## src/rtl/ife_regs.svh

```systemverilog
// Register map, field positions, reset values and codes for the
// interrupt flag and enable unit. Definitions only.
// Assumes a 32-bit Avalon-MM slave with byte addresses.
`ifndef IFE_REGS_SVH
`define IFE_REGS_SVH

// Byte offsets of the four registers.
`define IFE_OFS_EDGE       5'h00
`define IFE_OFS_PRIMARY    5'h04
`define IFE_OFS_SECONDARY  5'h08
`define IFE_OFS_TERTIARY   5'h0c

// Reset value shared by every register.
`define IFE_RST_BYTE       8'h00

// Writable bit masks; the other bits read as zero.
`define IFE_MASK_EDGE      8'h0f
`define IFE_MASK_PRIMARY   8'h7f
`define IFE_MASK_SECONDARY 8'hff
`define IFE_MASK_TERTIARY  8'h33

// Edge select field positions and codes.
`define IFE_EDGE_PIN0_LSB  0
`define IFE_EDGE_PIN1_LSB  2
`define IFE_EDGE_NONE      2'h0
`define IFE_EDGE_RISE      2'h1
`define IFE_EDGE_FALL      2'h2
`define IFE_EDGE_BOTH      2'h3

// Primary control register fields.
`define IFE_PRI_CONV_F     6
`define IFE_PRI_PIN1_F     5
`define IFE_PRI_PIN0_F     4
`define IFE_PRI_CONV_E     3
`define IFE_PRI_PIN1_E     2
`define IFE_PRI_PIN0_E     1
`define IFE_PRI_GIE        0

// Secondary control register fields.
`define IFE_SEC_TB0_F      7
`define IFE_SEC_LV_F       6
`define IFE_SEC_MA_F       5
`define IFE_SEC_MP_F       4
`define IFE_SEC_TB0_E      3
`define IFE_SEC_LV_E       2
`define IFE_SEC_MA_E       1
`define IFE_SEC_MP_E       0

// Tertiary control register fields.
`define IFE_TER_EE_F       5
`define IFE_TER_TB1_F      4
`define IFE_TER_EE_E       1
`define IFE_TER_TB1_E      0

// Source indices; a lower index has the higher priority.
`define IFE_NSRC           9
`define IFE_SRC_PIN0       0
`define IFE_SRC_PIN1       1
`define IFE_SRC_CONV       2
`define IFE_SRC_MP         3
`define IFE_SRC_MA         4
`define IFE_SRC_LV         5
`define IFE_SRC_TB0        6
`define IFE_SRC_TB1        7
`define IFE_SRC_EE         8

`endif

```

## src/rtl/ife_pkg.sv

```systemverilog
// Types shared by the interrupt flag and enable unit.
// Assumes ife_regs.svh is compiled alongside.
package ife_pkg;
  typedef logic [7:0] ife_byte_t;
  typedef logic [8:0] ife_src_vec_t;
  typedef logic [3:0] ife_idx_t;
  typedef logic [1:0] ife_edge_t;
endpackage

```

## src/rtl/ife_arb_if.sv

```systemverilog
// Carries pending requests to the arbiter and its choice back.
// Assumes one clock domain; the arbiter is purely combinational.
`timescale 1ns/10ps
interface ife_arb_if;
  import ife_pkg::*;
  ife_src_vec_t pend;
  logic         any;
  ife_idx_t     idx;
  modport arb (input pend, output any, output idx);
  modport top (output pend, input any, input idx);
endinterface

```

## src/rtl/ife_edge_det.sv

```systemverilog
// Synchroniser and programmable edge detector for one external pin.
// Assumes the pin is asynchronous to clk_sys.
`timescale 1ns/10ps
`include "ife_regs.svh"
module ife_edge_det
  import ife_pkg::*;
(
  // Clock and reset.
  input  wire logic      clk_sys,
  input  wire logic      rstn,
  // Pin and mode.
  input  wire logic      pin_async,
  input  wire ife_edge_t edge_sel,
  // One-cycle detection.
  output logic           hit
);
  logic sync1_reg;
  logic sync2_reg;
  logic last_reg;
  logic rise;
  logic fall;

  // Two flops before any logic; the third keeps the previous sample.
  always_ff @(posedge clk_sys or negedge rstn) begin
    if (!rstn) begin
      sync1_reg <= 1'b0;
      sync2_reg <= 1'b0;
      last_reg  <= 1'b0;
    end else begin
      sync1_reg <= pin_async;
      sync2_reg <= sync1_reg;
      last_reg  <= sync2_reg;
    end
  end

  // Successive samples give exactly one detection per transition.
  assign rise = sync2_reg & ~last_reg;
  assign fall = ~sync2_reg & last_reg;

  // Code none blocks the pin entirely.
  always_comb begin
    case (edge_sel)
      `IFE_EDGE_RISE: hit = rise;
      `IFE_EDGE_FALL: hit = fall;
      `IFE_EDGE_BOTH: hit = rise | fall;
      default:        hit = 1'b0;
    endcase
  end
endmodule

```

## src/rtl/ife_prio_arb.sv

```systemverilog
// Fixed priority arbiter over the enabled pending sources.
// Assumes index 0 is the most urgent source.
`timescale 1ns/10ps
`include "ife_regs.svh"
module ife_prio_arb
  import ife_pkg::*;
(
  // Requests in, choice out.
  ife_arb_if.arb ab
);
  // Scan downward so the lowest set index is the last one kept.
  always_comb begin
    ab.idx = '0;
    for (int i = `IFE_NSRC - 1; i >= 0; i--) begin
      if (ab.pend[i]) begin
        ab.idx = ife_idx_t'(i);
      end
    end
    ab.any = |ab.pend;
  end
endmodule

```

## src/rtl/ife_unit.sv

```systemverilog
// Interrupt flag and enable unit: edge select, three control registers,
// flag latching, fixed priority selection and the request to the core.
// Assumes an Avalon-MM master on clk_sys and a core that pulses irq_ack
// for one cycle when it takes the vector shown on irq_vector.
//
// The placing of the registers and the Avalon-MM slave port were left to the implementer.
`timescale 1ns/10ps
`include "ife_regs.svh"
module ife_unit
  import ife_pkg::*;
(
  // Clock and reset.
  input  wire logic        clk_sys,
  input  wire logic        rstn,
  // Avalon-MM slave.
  input  wire logic [4:0]  avs_address,
  input  wire logic        avs_read,
  input  wire logic        avs_write,
  input  wire logic [31:0] avs_writedata,
  input  wire logic [3:0]  avs_byteenable,
  output logic      [31:0] avs_readdata,
  output logic             avs_waitrequest,
  // External pins, asynchronous.
  input  wire logic        ext_pin0,
  input  wire logic        ext_pin1,
  // Peripheral events, one-cycle pulses on clk_sys.
  input  wire logic        converter_ovf,
  input  wire logic        timer_match_p,
  input  wire logic        timer_match_a,
  input  wire logic        low_voltage_evt,
  input  wire logic        timebase0_ovf,
  input  wire logic        timebase1_ovf,
  input  wire logic        eeprom_done,
  // Core side.
  input  wire logic        stack_full,
  input  wire logic        irq_ack,
  output logic             irq_req,
  output ife_idx_t         irq_vector
);

  ife_byte_t    edge_reg;
  ife_src_vec_t flag_reg;
  ife_src_vec_t enable_reg;
  logic         gie_reg;
  logic         wait_reg;
  logic [31:0]  rdata_reg;
  logic         irq_req_reg;
  ife_idx_t     irq_vec_reg;

  ife_src_vec_t set_vec;
  ife_src_vec_t ack_clr;
  ife_src_vec_t sw_flag;
  ife_src_vec_t sw_en;
  logic         wr_pri;
  logic         wr_sec;
  logic         wr_ter;
  logic         wr_edge;
  logic         do_write;
  logic         pin0_hit;
  logic         pin1_hit;
  ife_byte_t    wbyte;
  ife_byte_t    rd_byte;
  ife_byte_t    pri_view;
  ife_byte_t    sec_view;
  ife_byte_t    ter_view;

  ife_arb_if arb_bus ();

  // Edge detectors, one per pin, each steered by its own field.
  ife_edge_det u_pin0 (
    .clk_sys   (clk_sys),
    .rstn      (rstn),
    .pin_async (ext_pin0),
    .edge_sel  (edge_reg[`IFE_EDGE_PIN0_LSB +: 2]),
    .hit       (pin0_hit)
  );

  ife_edge_det u_pin1 (
    .clk_sys   (clk_sys),
    .rstn      (rstn),
    .pin_async (ext_pin1),
    .edge_sel  (edge_reg[`IFE_EDGE_PIN1_LSB +: 2]),
    .hit       (pin1_hit)
  );

  // Every event source lands on its own flag index.
  always_comb begin
    set_vec                = '0;
    set_vec[`IFE_SRC_PIN0] = pin0_hit;
    set_vec[`IFE_SRC_PIN1] = pin1_hit;
    set_vec[`IFE_SRC_CONV] = converter_ovf;
    set_vec[`IFE_SRC_MP]   = timer_match_p;
    set_vec[`IFE_SRC_MA]   = timer_match_a;
    set_vec[`IFE_SRC_LV]   = low_voltage_evt;
    set_vec[`IFE_SRC_TB0]  = timebase0_ovf;
    set_vec[`IFE_SRC_TB1]  = timebase1_ovf;
    set_vec[`IFE_SRC_EE]   = eeprom_done;
  end

  // Register views as software sees them.
  always_comb begin
    pri_view = `IFE_RST_BYTE;
    pri_view[`IFE_PRI_CONV_F] = flag_reg[`IFE_SRC_CONV];
    pri_view[`IFE_PRI_PIN1_F] = flag_reg[`IFE_SRC_PIN1];
    pri_view[`IFE_PRI_PIN0_F] = flag_reg[`IFE_SRC_PIN0];
    pri_view[`IFE_PRI_CONV_E] = enable_reg[`IFE_SRC_CONV];
    pri_view[`IFE_PRI_PIN1_E] = enable_reg[`IFE_SRC_PIN1];
    pri_view[`IFE_PRI_PIN0_E] = enable_reg[`IFE_SRC_PIN0];
    pri_view[`IFE_PRI_GIE]    = gie_reg;
    sec_view = `IFE_RST_BYTE;
    sec_view[`IFE_SEC_TB0_F]  = flag_reg[`IFE_SRC_TB0];
    sec_view[`IFE_SEC_LV_F]   = flag_reg[`IFE_SRC_LV];
    sec_view[`IFE_SEC_MA_F]   = flag_reg[`IFE_SRC_MA];
    sec_view[`IFE_SEC_MP_F]   = flag_reg[`IFE_SRC_MP];
    sec_view[`IFE_SEC_TB0_E]  = enable_reg[`IFE_SRC_TB0];
    sec_view[`IFE_SEC_LV_E]   = enable_reg[`IFE_SRC_LV];
    sec_view[`IFE_SEC_MA_E]   = enable_reg[`IFE_SRC_MA];
    sec_view[`IFE_SEC_MP_E]   = enable_reg[`IFE_SRC_MP];
    ter_view = `IFE_RST_BYTE;
    ter_view[`IFE_TER_EE_F]   = flag_reg[`IFE_SRC_EE];
    ter_view[`IFE_TER_TB1_F]  = flag_reg[`IFE_SRC_TB1];
    ter_view[`IFE_TER_EE_E]   = enable_reg[`IFE_SRC_EE];
    ter_view[`IFE_TER_TB1_E]  = enable_reg[`IFE_SRC_TB1];
  end

  // Address decode; unmapped addresses read zero and drop writes.
  always_comb begin
    if (avs_address == `IFE_OFS_EDGE) begin
      rd_byte = edge_reg & `IFE_MASK_EDGE;
    end else if (avs_address == `IFE_OFS_PRIMARY) begin
      rd_byte = pri_view;
    end else if (avs_address == `IFE_OFS_SECONDARY) begin
      rd_byte = sec_view;
    end else if (avs_address == `IFE_OFS_TERTIARY) begin
      rd_byte = ter_view;
    end else begin
      rd_byte = `IFE_RST_BYTE;
    end
  end

  // A write lands at the edge where waitrequest is seen low.
  assign do_write = avs_write & ~wait_reg & avs_byteenable[0];
  assign wbyte    = avs_writedata[7:0];
  assign wr_edge  = do_write & (avs_address == `IFE_OFS_EDGE);
  assign wr_pri   = do_write & (avs_address == `IFE_OFS_PRIMARY);
  assign wr_sec   = do_write & (avs_address == `IFE_OFS_SECONDARY);
  assign wr_ter   = do_write & (avs_address == `IFE_OFS_TERTIARY);

  // Map written bytes back onto flag and enable indices.
  always_comb begin
    sw_flag                = flag_reg;
    sw_en                  = enable_reg;
    if (wr_pri) begin
      sw_flag[`IFE_SRC_CONV] = wbyte[`IFE_PRI_CONV_F];
      sw_flag[`IFE_SRC_PIN1] = wbyte[`IFE_PRI_PIN1_F];
      sw_flag[`IFE_SRC_PIN0] = wbyte[`IFE_PRI_PIN0_F];
      sw_en[`IFE_SRC_CONV]   = wbyte[`IFE_PRI_CONV_E];
      sw_en[`IFE_SRC_PIN1]   = wbyte[`IFE_PRI_PIN1_E];
      sw_en[`IFE_SRC_PIN0]   = wbyte[`IFE_PRI_PIN0_E];
    end
    if (wr_sec) begin
      sw_flag[`IFE_SRC_TB0]  = wbyte[`IFE_SEC_TB0_F];
      sw_flag[`IFE_SRC_LV]   = wbyte[`IFE_SEC_LV_F];
      sw_flag[`IFE_SRC_MA]   = wbyte[`IFE_SEC_MA_F];
      sw_flag[`IFE_SRC_MP]   = wbyte[`IFE_SEC_MP_F];
      sw_en[`IFE_SRC_TB0]    = wbyte[`IFE_SEC_TB0_E];
      sw_en[`IFE_SRC_LV]     = wbyte[`IFE_SEC_LV_E];
      sw_en[`IFE_SRC_MA]     = wbyte[`IFE_SEC_MA_E];
      sw_en[`IFE_SRC_MP]     = wbyte[`IFE_SEC_MP_E];
    end
    if (wr_ter) begin
      sw_flag[`IFE_SRC_EE]   = wbyte[`IFE_TER_EE_F];
      sw_flag[`IFE_SRC_TB1]  = wbyte[`IFE_TER_TB1_F];
      sw_en[`IFE_SRC_EE]     = wbyte[`IFE_TER_EE_E];
      sw_en[`IFE_SRC_TB1]    = wbyte[`IFE_TER_TB1_E];
    end
  end

  // The serviced source is the one last shown to the core.
  always_comb begin
    ack_clr = '0;
    if (irq_ack) begin
      ack_clr[irq_vec_reg] = 1'b1;
    end
  end

  // Bus handshake: one wait cycle, then a single low cycle.
  always_ff @(posedge clk_sys or negedge rstn) begin
    if (!rstn) begin
      wait_reg <= 1'b1;
    end else if (!wait_reg) begin
      wait_reg <= 1'b1;
    end else if (avs_read | avs_write) begin
      wait_reg <= 1'b0;
    end
  end

  // Read data is captured one edge early and stands until the next read.
  always_ff @(posedge clk_sys or negedge rstn) begin
    if (!rstn) begin
      rdata_reg <= 32'h0000_0000;
    end else if (avs_read & wait_reg) begin
      rdata_reg <= {24'h00_0000, rd_byte};
    end
  end

  // Edge register keeps only its four implemented bits.
  always_ff @(posedge clk_sys or negedge rstn) begin
    if (!rstn) begin
      edge_reg <= `IFE_RST_BYTE;
    end else if (wr_edge) begin
      edge_reg <= wbyte & `IFE_MASK_EDGE;
    end
  end

  // Flags latch whatever the enables say; an event beats any clear.
  always_ff @(posedge clk_sys or negedge rstn) begin
    if (!rstn) begin
      flag_reg <= '0;
    end else begin
      flag_reg <= (sw_flag & ~ack_clr) | set_vec;
    end
  end

  // Per-source enables are plain software bits.
  always_ff @(posedge clk_sys or negedge rstn) begin
    if (!rstn) begin
      enable_reg <= '0;
    end else begin
      enable_reg <= sw_en;
    end
  end

  // Service wins over a simultaneous software write, so nesting never
  // restarts behind the core's back.
  always_ff @(posedge clk_sys or negedge rstn) begin
    if (!rstn) begin
      gie_reg <= 1'b0;
    end else if (irq_ack) begin
      gie_reg <= 1'b0;
    end else if (wr_pri) begin
      gie_reg <= wbyte[`IFE_PRI_GIE];
    end
  end

  // Only flags with their enable set compete.
  assign arb_bus.pend = flag_reg & enable_reg;

  ife_prio_arb u_arb (
    .ab (arb_bus.arb)
  );

  // Request is withheld while the stack is full or the global enable is
  // low; it also drops in the cycle after the ack so one service is not seen twice.
  always_ff @(posedge clk_sys or negedge rstn) begin
    if (!rstn) begin
      irq_req_reg <= 1'b0;
    end else begin
      irq_req_reg <= arb_bus.any & gie_reg
                     & ~stack_full & ~irq_ack;
    end
  end

  // Vector follows the highest priority enabled source.
  always_ff @(posedge clk_sys or negedge rstn) begin
    if (!rstn) begin
      irq_vec_reg <= '0;
    end else begin
      irq_vec_reg <= arb_bus.idx;
    end
  end

  assign avs_readdata    = rdata_reg;
  assign avs_waitrequest = wait_reg;
  assign irq_req         = irq_req_reg;
  assign irq_vector      = irq_vec_reg;

endmodule

```

## config.mk

```make
export PLATFORM = sky130hd
export DESIGN_NAME = ife_unit
export DESIGN_NICKNAME = d
export VERILOG_FILES = /design/src/rtl/ife_pkg.sv /design/src/rtl/ife_arb_if.sv /design/src/rtl/ife_edge_det.sv /design/src/rtl/ife_prio_arb.sv /design/src/rtl/ife_unit.sv
export VERILOG_INCLUDE_DIRS = /design/src /design/src/rtl
export SDC_FILE = /design/constraint.sdc
export NUM_CORES = 1
export LEC_CHECK = 0
export BUFFER_PORTS_ARGS = -buffer_cell sky130_fd_sc_hd__buf_4
export CORE_ASPECT_RATIO = 0.9
export CORE_UTILIZATION = 34
export CTS_CLUSTER_SIZE = 40
export DETAILED_ROUTE_END_ITERATION = 6
export GPL_TIMING_DRIVEN = 1
export HOLD_SLACK_MARGIN = 0.15
export PLACE_DENSITY = 0.56
export SLEW_MARGIN = 10
export SYNTH_ARGS = -nofsm -noshare
export SYNTH_HDL_FRONTEND = slang
export SYNTH_SLANG_ARGS = --single-unit
```

## constraint.sdc

```tcl
create_clock -name clk_sys -period 4.2 [get_ports clk_sys]
set_input_delay 0.42 -clock clk_sys [delete_from_list [all_inputs] [get_ports clk_sys]]
set_output_delay 0.42 -clock clk_sys [all_outputs]
set_load 0.01 [all_outputs]
```

==> results of run 1 <==
-- cells in the mapped netlist, types with 2 or more instances --
master / number
a21oi_1: 3
a22o_1: 10
a22oi_1: 4
a32o_1: 2
buf_4: 26
dfrtp_1: 42
ha_1: 4
inv_1: 6
mux2_1: 3
mux2_2: 8
mux2_4: 4
mux2i_1: 14
mux4_2: 2
nand2_1: 19
nand2b_1: 3
nand3_1: 2
nand3_4: 2
nor2_1: 10
nor3_1: 3
o21ai_0: 4
o21bai_1: 7
o221ai_1: 2
-- layout by cell type (no fill, tap or decap) --
| master | count |
|---|---|
| dfrtp_1 | 42 |
| buf_4 | 42 |
| conb_1 | 24 |
| nand2_1 | 19 |
| mux2i_1 | 14 |
| nor2_1 | 10 |
| a22o_1 | 10 |
| mux2_2 | 8 |
| o21bai_1 | 7 |
| inv_1 | 6 |
| clkbuf_8 | 5 |
| a22oi_1 | 4 |
| o21ai_0 | 4 |
| mux2_4 | 4 |
| ha_1 | 4 |
| nand2b_1 | 3 |
| nor3_1 | 3 |
| a21oi_1 | 3 |
| mux2_1 | 3 |
| nand3_4 | 2 |
| o221ai_1 | 2 |
| nand3_1 | 2 |
| a32o_1 | 2 |
| mux4_2 | 2 |
| nand3b_1 | 1 |
| and4bb_4 | 1 |
| nor2_2 | 1 |
| nand4_4 | 1 |
| and2b_4 | 1 |
| or3b_2 | 1 |
| nor2b_2 | 1 |
| nor4_1 | 1 |
| nand3_2 | 1 |
| nor4_4 | 1 |
| dfstp_2 | 1 |
| bufinv_16 | 1 |
| clkinv_4 | 1 |
| clkinv_2 | 1 |
| dlygate4sd3_1 | 1 |
-- path summary, 6_finish.rpt --
kind / cells past startpoint / slack (ns) / to
min reg2reg: 0 / 0.36 / u_pin1.sync2_reg
min: 1 / 0.22 / u_pin0.sync1_reg
min in group asynchronous: 2 / 0.66 / avs_readdata[1]
max reg2reg: 3 / 2.70 / avs_readdata[7]
max: 3 / 2.70 / avs_readdata[7]
max in group asynchronous: 2 / 3.16 / edge_reg[2]
-- kinds of logic after synthesis --
logic type / synth area share
compound gates: 0.107
fa+ha+maj: 0.0221
buf+inv: 0.0961
flops: 0.476
mux: 0.163
other cells: 0.00166
simple gates: 0.134
-- through the flow --
stage	instances	setup WS, ns
4_1_cts	327	2.69
5_1_grt	327	2.63
2_1_floorplan	215	2.76
6_report	327	2.70
3_5_place_dp	318	2.53
3_3_place_gp	318	2.55
-- layout make-up --
class / count / area, um2
well taps: 87 / 109
multi-input cells: 140 / 1060
flip-flops and latches: 43 / 1080
inverters: 6 / 22.5
fillers: 625 / 3580
repair buffers: 43 / 325
clock inverters: 3 / 43.8
clock buffers: 5 / 68.8
-- power groups by stage --
stage	logic, mW	registers [mW]	clock network [mW]
floorplan	0.123	0.498	0
global placement	0.181	0.504	0
detailed placement	0.183	0.504	0
CTS	0.185	0.496	0.335
global route	0.202	0.505	0.349
finish	0.182	0.496	0.327
-- worst max-delay path: cells and delay by family (launching register included) --
kind / cells / cell delay [ns]
AND/OR/NAND/NOR: 2 / 0.66
flip-flops: 1 / 0.55
AO/OA/AOI/OAI: 1 / 0.23
-- layer usage --
| metal | GRT usage | wire (um) | part of all wire | vias to the layer above |
|---|---|---|---|---|
| li1 | - | - | - | 736 |
| met1 | 0.210 | 2300 | 0.48 | 760 |
| met2 | 0.220 | 2180 | 0.46 | 56 |
| met3 | 0.0341 | 238 | 0.050 | 6 |
| met4 | 0.0532 | 57 | 0.012 | 0 |
| met5 | 0 | 0 | 0 | - |
==> reports/qor.yml, run 1 <==
status: "complete, no violations"
slew_headroom: 0.626
viasPerCell: 4.76
die_area_mm2: 0.00699
cp-start-kind: "register"
power_frac_comb: 0.181
cts_setup_buffers: 0
synth.distinct_cells: 34
final_util: 0.430
clock_latency_ns: 0.30
grt_pass1_vias: 1446
hold_path_class: "in -> reg"
fin_nets: 299
synth-edff-count: 0
grt_antenna_before_repair: 0
port_buffers: 42
vdd_drop_max_mv: 0.188
clk_pin_slew_ns: 0.08
synth.top_cells.by_area: "dfrtp_1, buf_4, mux2i_1"
final-max-slew-violation-count: 0
holdWs_ns: 0.224
synth-main-ff-cell: "dfrtp_1"
via_count: 1558
drc: 0
cts.sinks: 43
ant_nets: 0
die_h_um: 79.4
yosys_warnings: 0
p_leak_nw: 1.37
numCtsBuffers: 5
cts_buffer_depth: 2
timing.final.crit_share: 0.357
htree_levels: 2
p_sw_mw: 0.283
floorplan.rows: 27
yosys.area.top_type: "dfrtp_1"
crit_start: "avs_waitrequest"
timing.setup.tns_ns: 0
final_hold_viol_count: 0
post_synth.cell_area_avg_um2: 11.8
period_minus_slack_ns: 1.50
min_from: "ext_pin0"
setup_viol: 0
async_flop_share: 1.00
total_power_mw: 1.00
cts_resized: 0
synth-seq-cells: 43
io_pins: 94
yosysSeqAreaShare: 0.476
end_kind: "register"
die_x_um: 88.0
crit_chain: "nand2_1 -> nor4_4 -> a32o_1"
required_ns: 4.44
synthCells: 192
grt_max_degree: 44
wirelength_um: 4780
tightestPinTransition_ns: 0.562
fin_worst_skew_ns: 0.00234
p_sw_frac: 0.282
slowest_delay_ns: 0.55
p_clk_frac: 0.325
dr.pass1.iters: 5
rsz0062_at_grt: "false"
placed_area_mm2: 0.00258
syn-cell-area_mm2: 0.00226
syn_to_final_growth_pct: 19.3
routedWlPerCell_um: 14.6
p_int_mw: 0.722
worstSetupPathType: "reg -> reg"
start_util: 0.360
drtIter0Drc: 78
timing.fmax_mhz: 668
dp_hpwl_um: 3600
grt.total_usage: 0.148
cts.hold.buffers_added: 1
power_density_mw_per_mm2: 372
place_congestion: 0.835
crit_slowest_cell: "dfstp_2"
yosysTopAreaCellShare: 0.464
cts_root_buf: "clkbuf_8"
r2r-start: "avs_waitrequest"
tritoncts: "built"
critPathMaxFanout: 9
stdcell_area_mm2: 0.00270
grt-ovfl-total: 0
seq_power_share: 0.494
critPathArrivalTime_ns: 1.74
drive_gt1_frac: 0.313
maxCapViolCount: 0
antenna_cells: 0
core-area_mm2: 0.00628
grt_pass1_wl_um: 7550
Power figures use the tool's default switching activity.
==> inputs of run 2 (changes only) <==
- PLACE_DENSITY: 0.56 -> 0.58
- clock period: 4.2 -> 1.3 ns (I/O delays scaled with it)
==> run 2 against run 1 <==
The run now ends with hold timing, setup timing left. Power grew to 3.1 times the previous value. Fmax is 5.2% higher. Design area is 11% higher. Hold slack worse by 0.24 ns.
==> reports/qor.yml, run 2 (synthesis results as in run 1) <==
status: "finished with violations"
failed_checks: "hold timing, setup timing"
crit_family: "simple AND/OR/NAND/NOR gates"
fin_nets: 336  # +12%
grt.total_usage: 0.157  # +0.00948
worstSetupPathType: "reg -> reg"
r2r_slack_ns: -0.12  # -2.83 ns
holdWs_ns: -0.0133  # -0.237 ns
drtIter0Drc: 81  # +3.8%
gr-usage-met3: 0.0321  # -0.00207
critPathCapture: "enable_reg[5]"
timing.final.crit_share: 1.10  # +0.739
start_util: 0.360  # unchanged
ant_nets: 0  # unchanged
die_h_um: 79.4  # unchanged
dr.pass1.iters: 4  # -1
numCtsBuffers: 5  # unchanged
floorplan.rows: 27  # unchanged
wirelength_um: 5000  # +4.6%
setup_ws_ns: -0.124  # -2.83 ns
cts.sinks: 43  # unchanged
grt-ovfl-total: 0  # unchanged
period_minus_slack_ns: 1.42  # -0.0735 ns
final_util: 0.479  # +0.0488
slew_headroom: 0.624  # -0.00150
grt_pass1_vias: 1605  # +11%
cp.depth: 3  # unchanged
grt_max_degree: 44  # unchanged
slowest_delay_ns: 0.38  # -0.17 ns
routedWlPerCell_um: 13.8  # -5.5%
stdcell_area_mm2: 0.00301  # +11%
grt_use_met2: 0.243  # +0.0233
cts_root_buf: "clkbuf_8"
final_hold_viol_count: 1  # +1
cts.hold.buffers_added: 20  # +19
crit_start: "avs_waitrequest"
maxCapViolCount: 0  # unchanged
place_congestion: 0.830  # -0.63%
cp-start-kind: "register"
crit_slowest_cell: "and4bb_4"
htree_levels: 2  # unchanged
power_density_mw_per_mm2: 1030  # +180%
syn_to_final_growth_pct: 32.9
final_common_cell: "buf_4"
die_area_mm2: 0.00699  # unchanged
r2r-start: "avs_waitrequest"
final-max-slew-violation-count: 0  # unchanged
grt_pass1_wl_um: 7980  # +5.7%
port_buffers: 42  # unchanged
timing.fmax_mhz: 702  # +5.2%
required_ns: 1.48  # -2.96 ns
critPathMaxFanout: 8  # -1
vdd_drop_max_mv: 0.385  # +100%
die_x_um: 88.0  # unchanged
r2r_cells: 3  # unchanged
clk_pin_slew_ns: 0.08  # about the same
setup_viol: 22  # +22
tritoncts: "built"
clock_latency_ns: 0.29  # about the same
placed_area_mm2: 0.00272  # +5.4%
crit_buf_inv: 0  # unchanged
tightestPinTransition_ns: 0.564  # +0.00226 ns
busiest_layer: "met2"
grtUsageMet1: 0.215  # +0.00577
grt_antenna_before_repair: 0  # unchanged
dp_hpwl_um: 3780  # +5.0%
end_kind: "register"
io_pins: 94  # unchanged
via_count: 1656  # +6.3%
drc: 0  # unchanged
place_worst_setup_slack_ns: -0.113  # -2.65 ns
viasPerCell: 4.57  # -4.0%
p_leak_nw: 1.53  # +12%
fin_worst_skew_ns: 0.00779  # +0.00545 ns
drive_gt1_frac: 0.342  # +0.0293
cts_buffer_depth: 2  # unchanged
hold_path_class: "in -> reg"
rsz0062_at_grt: "true"
critPathArrivalTime_ns: 1.60  # -0.14 ns
antenna_cells: 0  # unchanged
crit_chain: "and4bb_4 -> nand3_4 -> mux2_4"
r2r_end: "enable_reg[5]"
core-area_mm2: 0.00628  # unchanged
layout_common_cells: "buf_4, dfrtp_1, conb_1, dlygate4sd3_1, nand2_1"
## run 2: worst min path at each step
stage          startpoint              end  slack (ns)  cells after the start
2_1_floorplan        rstn  avs_readdata[0]       -0.17                      0
3_3_place_gp         rstn  avs_readdata[3]        0.16                      1
3_5_place_dp         rstn  avs_readdata[3]        0.17                      1
4_1_cts         avs_write  avs_waitrequest       -0.02                      2
5_1_grt         avs_write  avs_waitrequest       -0.03                      2
6_report        avs_write  avs_waitrequest       -0.01                      2
## run 2: power by group
part / internal, mW / total [mW] / switching (mW) / leakage [nW]
Clock: 0.359 / 0.793 / 0.434 / 0.0371
Sequential: 1.46 / 1.58 / 0.119 / 0.537
Combinational: 0.402 / 0.733 / 0.331 / 0.956
Total: 2.23 / 3.11 / 0.883 / 1.53
## run 2: per-layer routing
metal	wire length (um)	up-vias
li1	-	801
met1	2420	800
met2	2270	50
met3	244	5
met4	65	0
met5	0	-
## run 2: per-stage QoR
stage	total power, mW	hold slack [ns]	TNS, ns	cells
6_report	3.11	-0.0133	-1.47	362
5_1_grt	3.30	-0.0269	-2.43	362
4_1_cts	3.15	-0.0199	-1.60	362
3_5_place_dp	2.29	0.166	-1.25	336
3_3_place_gp	2.29	0.160	-1.21	336
2_1_floorplan	2.01	-0.166	-0.471	215
## run 2: final cells by class
type	count	area, um2
Tap cell	87	109
Inverter	6	22.5
Clock buffer	6	72.6
Multi-Input combinational cell	140	1070
Fill cell	569	3270
Timing Repair Buffer	80	654
Sequential cell	43	1080
## run 2: repair_timing
item / in CTS / in global routing
resized for setup: 2 / 3
endpoints found under the hold margin: 67 / 1
pin swaps: 0 / 2
endpoints found under the setup margin: 22 / 26
setup buffers: 0 / 0
cloned: 0 / 0
==> inputs of run 3 (changes only) <==
- SETUP_SLACK_MARGIN: not set -> 0.1
==> run 3 against run 2 <==
The run ends with setup timing left. Final cell count grew 3.0%. Hold slack gained 0.17 ns. First-iteration DRC count shrank 30%. Critical path depth is the same. Global-route usage is essentially flat. Worst setup slack lost 0.0082 ns. Power grew 3.1%. Largest cell class is now multi-input gates. Combinational power grew 7.5%. Clock skew shrank 0.0011 ns.
==> reports/qor.yml, run 3 (synthesis results as in run 1) <==
floorplan.rows: 27  # unchanged
cp-start-kind: "register"
viasPerCell: 4.53  # -0.96%
grtUsageMet1: 0.220  # +0.00423
status: "finished with violations"
die_x_um: 88.0  # unchanged
timing.fmax_mhz: 698  # -0.57%
htree_levels: 2  # unchanged
hold_path_class: "in -> reg"
vdd_drop_max_mv: 0.444  # +15%
routedWlPerCell_um: 13.7  # -0.78%
grt-ovfl-total: 0  # unchanged
grt_max_degree: 44  # unchanged
grt_pass1_vias: 1567  # -2.4%
die_area_mm2: 0.00699  # unchanged
place_worst_setup_slack_ns: -0.123  # -0.0106 ns
final_common_cell: "buf_4"
layout_common_cells: "buf_4, dfrtp_1, conb_1, dlygate4sd3_1, nand2_1"
rsz0062_at_grt: "true"
critPathMaxFanout: 8  # unchanged
drc: 0  # unchanged
tightestPinTransition_ns: 0.552  # -0.0122 ns
cts.sinks: 43  # unchanged
grt_antenna_before_repair: 0  # unchanged
final_util: 0.497  # +0.0183
place_congestion: 0.833  # +0.41%
via_count: 1690  # +2.1%
wirelength_um: 5110  # +2.2%
fin_nets: 345  # +2.7%
setup_ws_ns: -0.132  # -0.00820 ns
dp_hpwl_um: 3760  # -0.61%
critPathArrivalTime_ns: 1.61  # about the same
cts_root_buf: "clkbuf_8"
dr.pass1.iters: 4  # unchanged
timing.final.crit_share: 1.10  # +0.00631
numCtsBuffers: 5  # unchanged
grt_pass1_wl_um: 8130  # +1.9%
die_h_um: 79.4  # unchanged
p_leak_nw: 1.59  # +4.1%
clock_latency_ns: 0.29  # about the same
io_pins: 94  # unchanged
gr-usage-met3: 0.0310  # -0.00103
period_minus_slack_ns: 1.43  # +0.00820 ns
core-area_mm2: 0.00628  # unchanged
drive_gt1_frac: 0.374  # +0.0323
ant_nets: 0  # unchanged
grt_use_met2: 0.246  # +0.00233
fin_worst_skew_ns: 0.00667  # -0.00113 ns
fillCellCount: 593  # +4.2%
worstSetupPathType: "reg -> reg"
slew_headroom: 0.632  # +0.00811
port_buffers: 42  # unchanged
grt.total_usage: 0.157  # about the same
antenna_cells: 0  # unchanged
clk_pin_slew_ns: 0.08  # about the same
power_density_mw_per_mm2: 1030  # -0.73%
cts_buffer_depth: 2  # unchanged
multi_input_area_mm2: 0.00110  # +2.7%
busiest_layer: "met2"
seq_area_mm2: 0.00108  # unchanged
syn_to_final_growth_pct: 38.0
failed_checks: "setup timing"
end_kind: "register"
setup_viol: 21  # -4.5%
required_ns: 1.48  # about the same
final-max-slew-violation-count: 0  # unchanged
maxCapViolCount: 0  # unchanged
tritoncts: "built"
drtIter0Drc: 57  # -30%
start_util: 0.360  # unchanged
final_hold_viol_count: 0  # -1
## run 3: layout make-up
class | count | area share
Sequential cell | 43 | 0.345
Inverter | 6 | 0.00721
Multi-Input combinational cell | 140 | 0.353
Timing Repair Buffer | 89 | 0.234
Tap cell | 87 | 0.0348
Clock inverter | 1 | 0.00160
Clock buffer | 7 | 0.0244
## run 3: what timing repair did
action	CTS	global route
setup endpoints to repair	31	35
pin swaps	3	6
buffers inserted	5	3
resized for setup	7	7
endpoints found under the hold margin	67	1
hold buffers	19	2
## run 3: routing by layer
layer	vias up	share of wire	routed length [um]
li1	825	-	-
met1	813	0.49	2500
met2	48	0.46	2340
met3	4	0.044	226
met4	0	0.0094	48
met5	-	0	0
## run 3: critical path, stage by stage, from the launching register on
cell and delay (ns):
dfstp_2 0.37, and4bb_4 0.38, nand3_4 0.22, mux2_4 0.35
## run 3: path summary, 6_finish.rpt
kind | depth (start not counted) | slack [ns] | start | endpoint
max | 3 | -0.13 | avs_waitrequest | enable_reg[5]
min | 3 | 0.16 | avs_writedata[4] | flag_reg[3]
max reg2reg | 3 | -0.13 | avs_waitrequest | enable_reg[5]
min reg2reg | 0 | 0.35 | u_pin0.sync1_reg | u_pin0.sync2_reg
max in group asynchronous | 2 | 0.55 | rstn | irq_req
min in group asynchronous | 2 | 0.36 | rstn | avs_readdata[4]
## run 3: power breakdown
part	switching, mW	total [mW]	internal, mW
combinational	0.352	0.788	0.436
clock	0.447	0.825	0.378
sequential	0.127	1.59	1.46
## run 3: through the flow
| step | power (mW) | instances | TNS [ns] | area, um2 | hold WS [ns] |
|---|---|---|---|---|---|
| finish | 3.20 | 373 | -1.47 | 3120 | 0.158 |
| global route | 3.38 | 373 | -2.60 | 3120 | 0.174 |
| CTS | 3.20 | 368 | -1.56 | 3060 | -0.00765 |
| detailed placement | 2.29 | 336 | -1.37 | 2720 | 0.154 |
| global placement | 2.29 | 336 | -1.18 | 2720 | 0.157 |
| floorplan | 2.01 | 215 | -0.471 | 2350 | -0.166 |
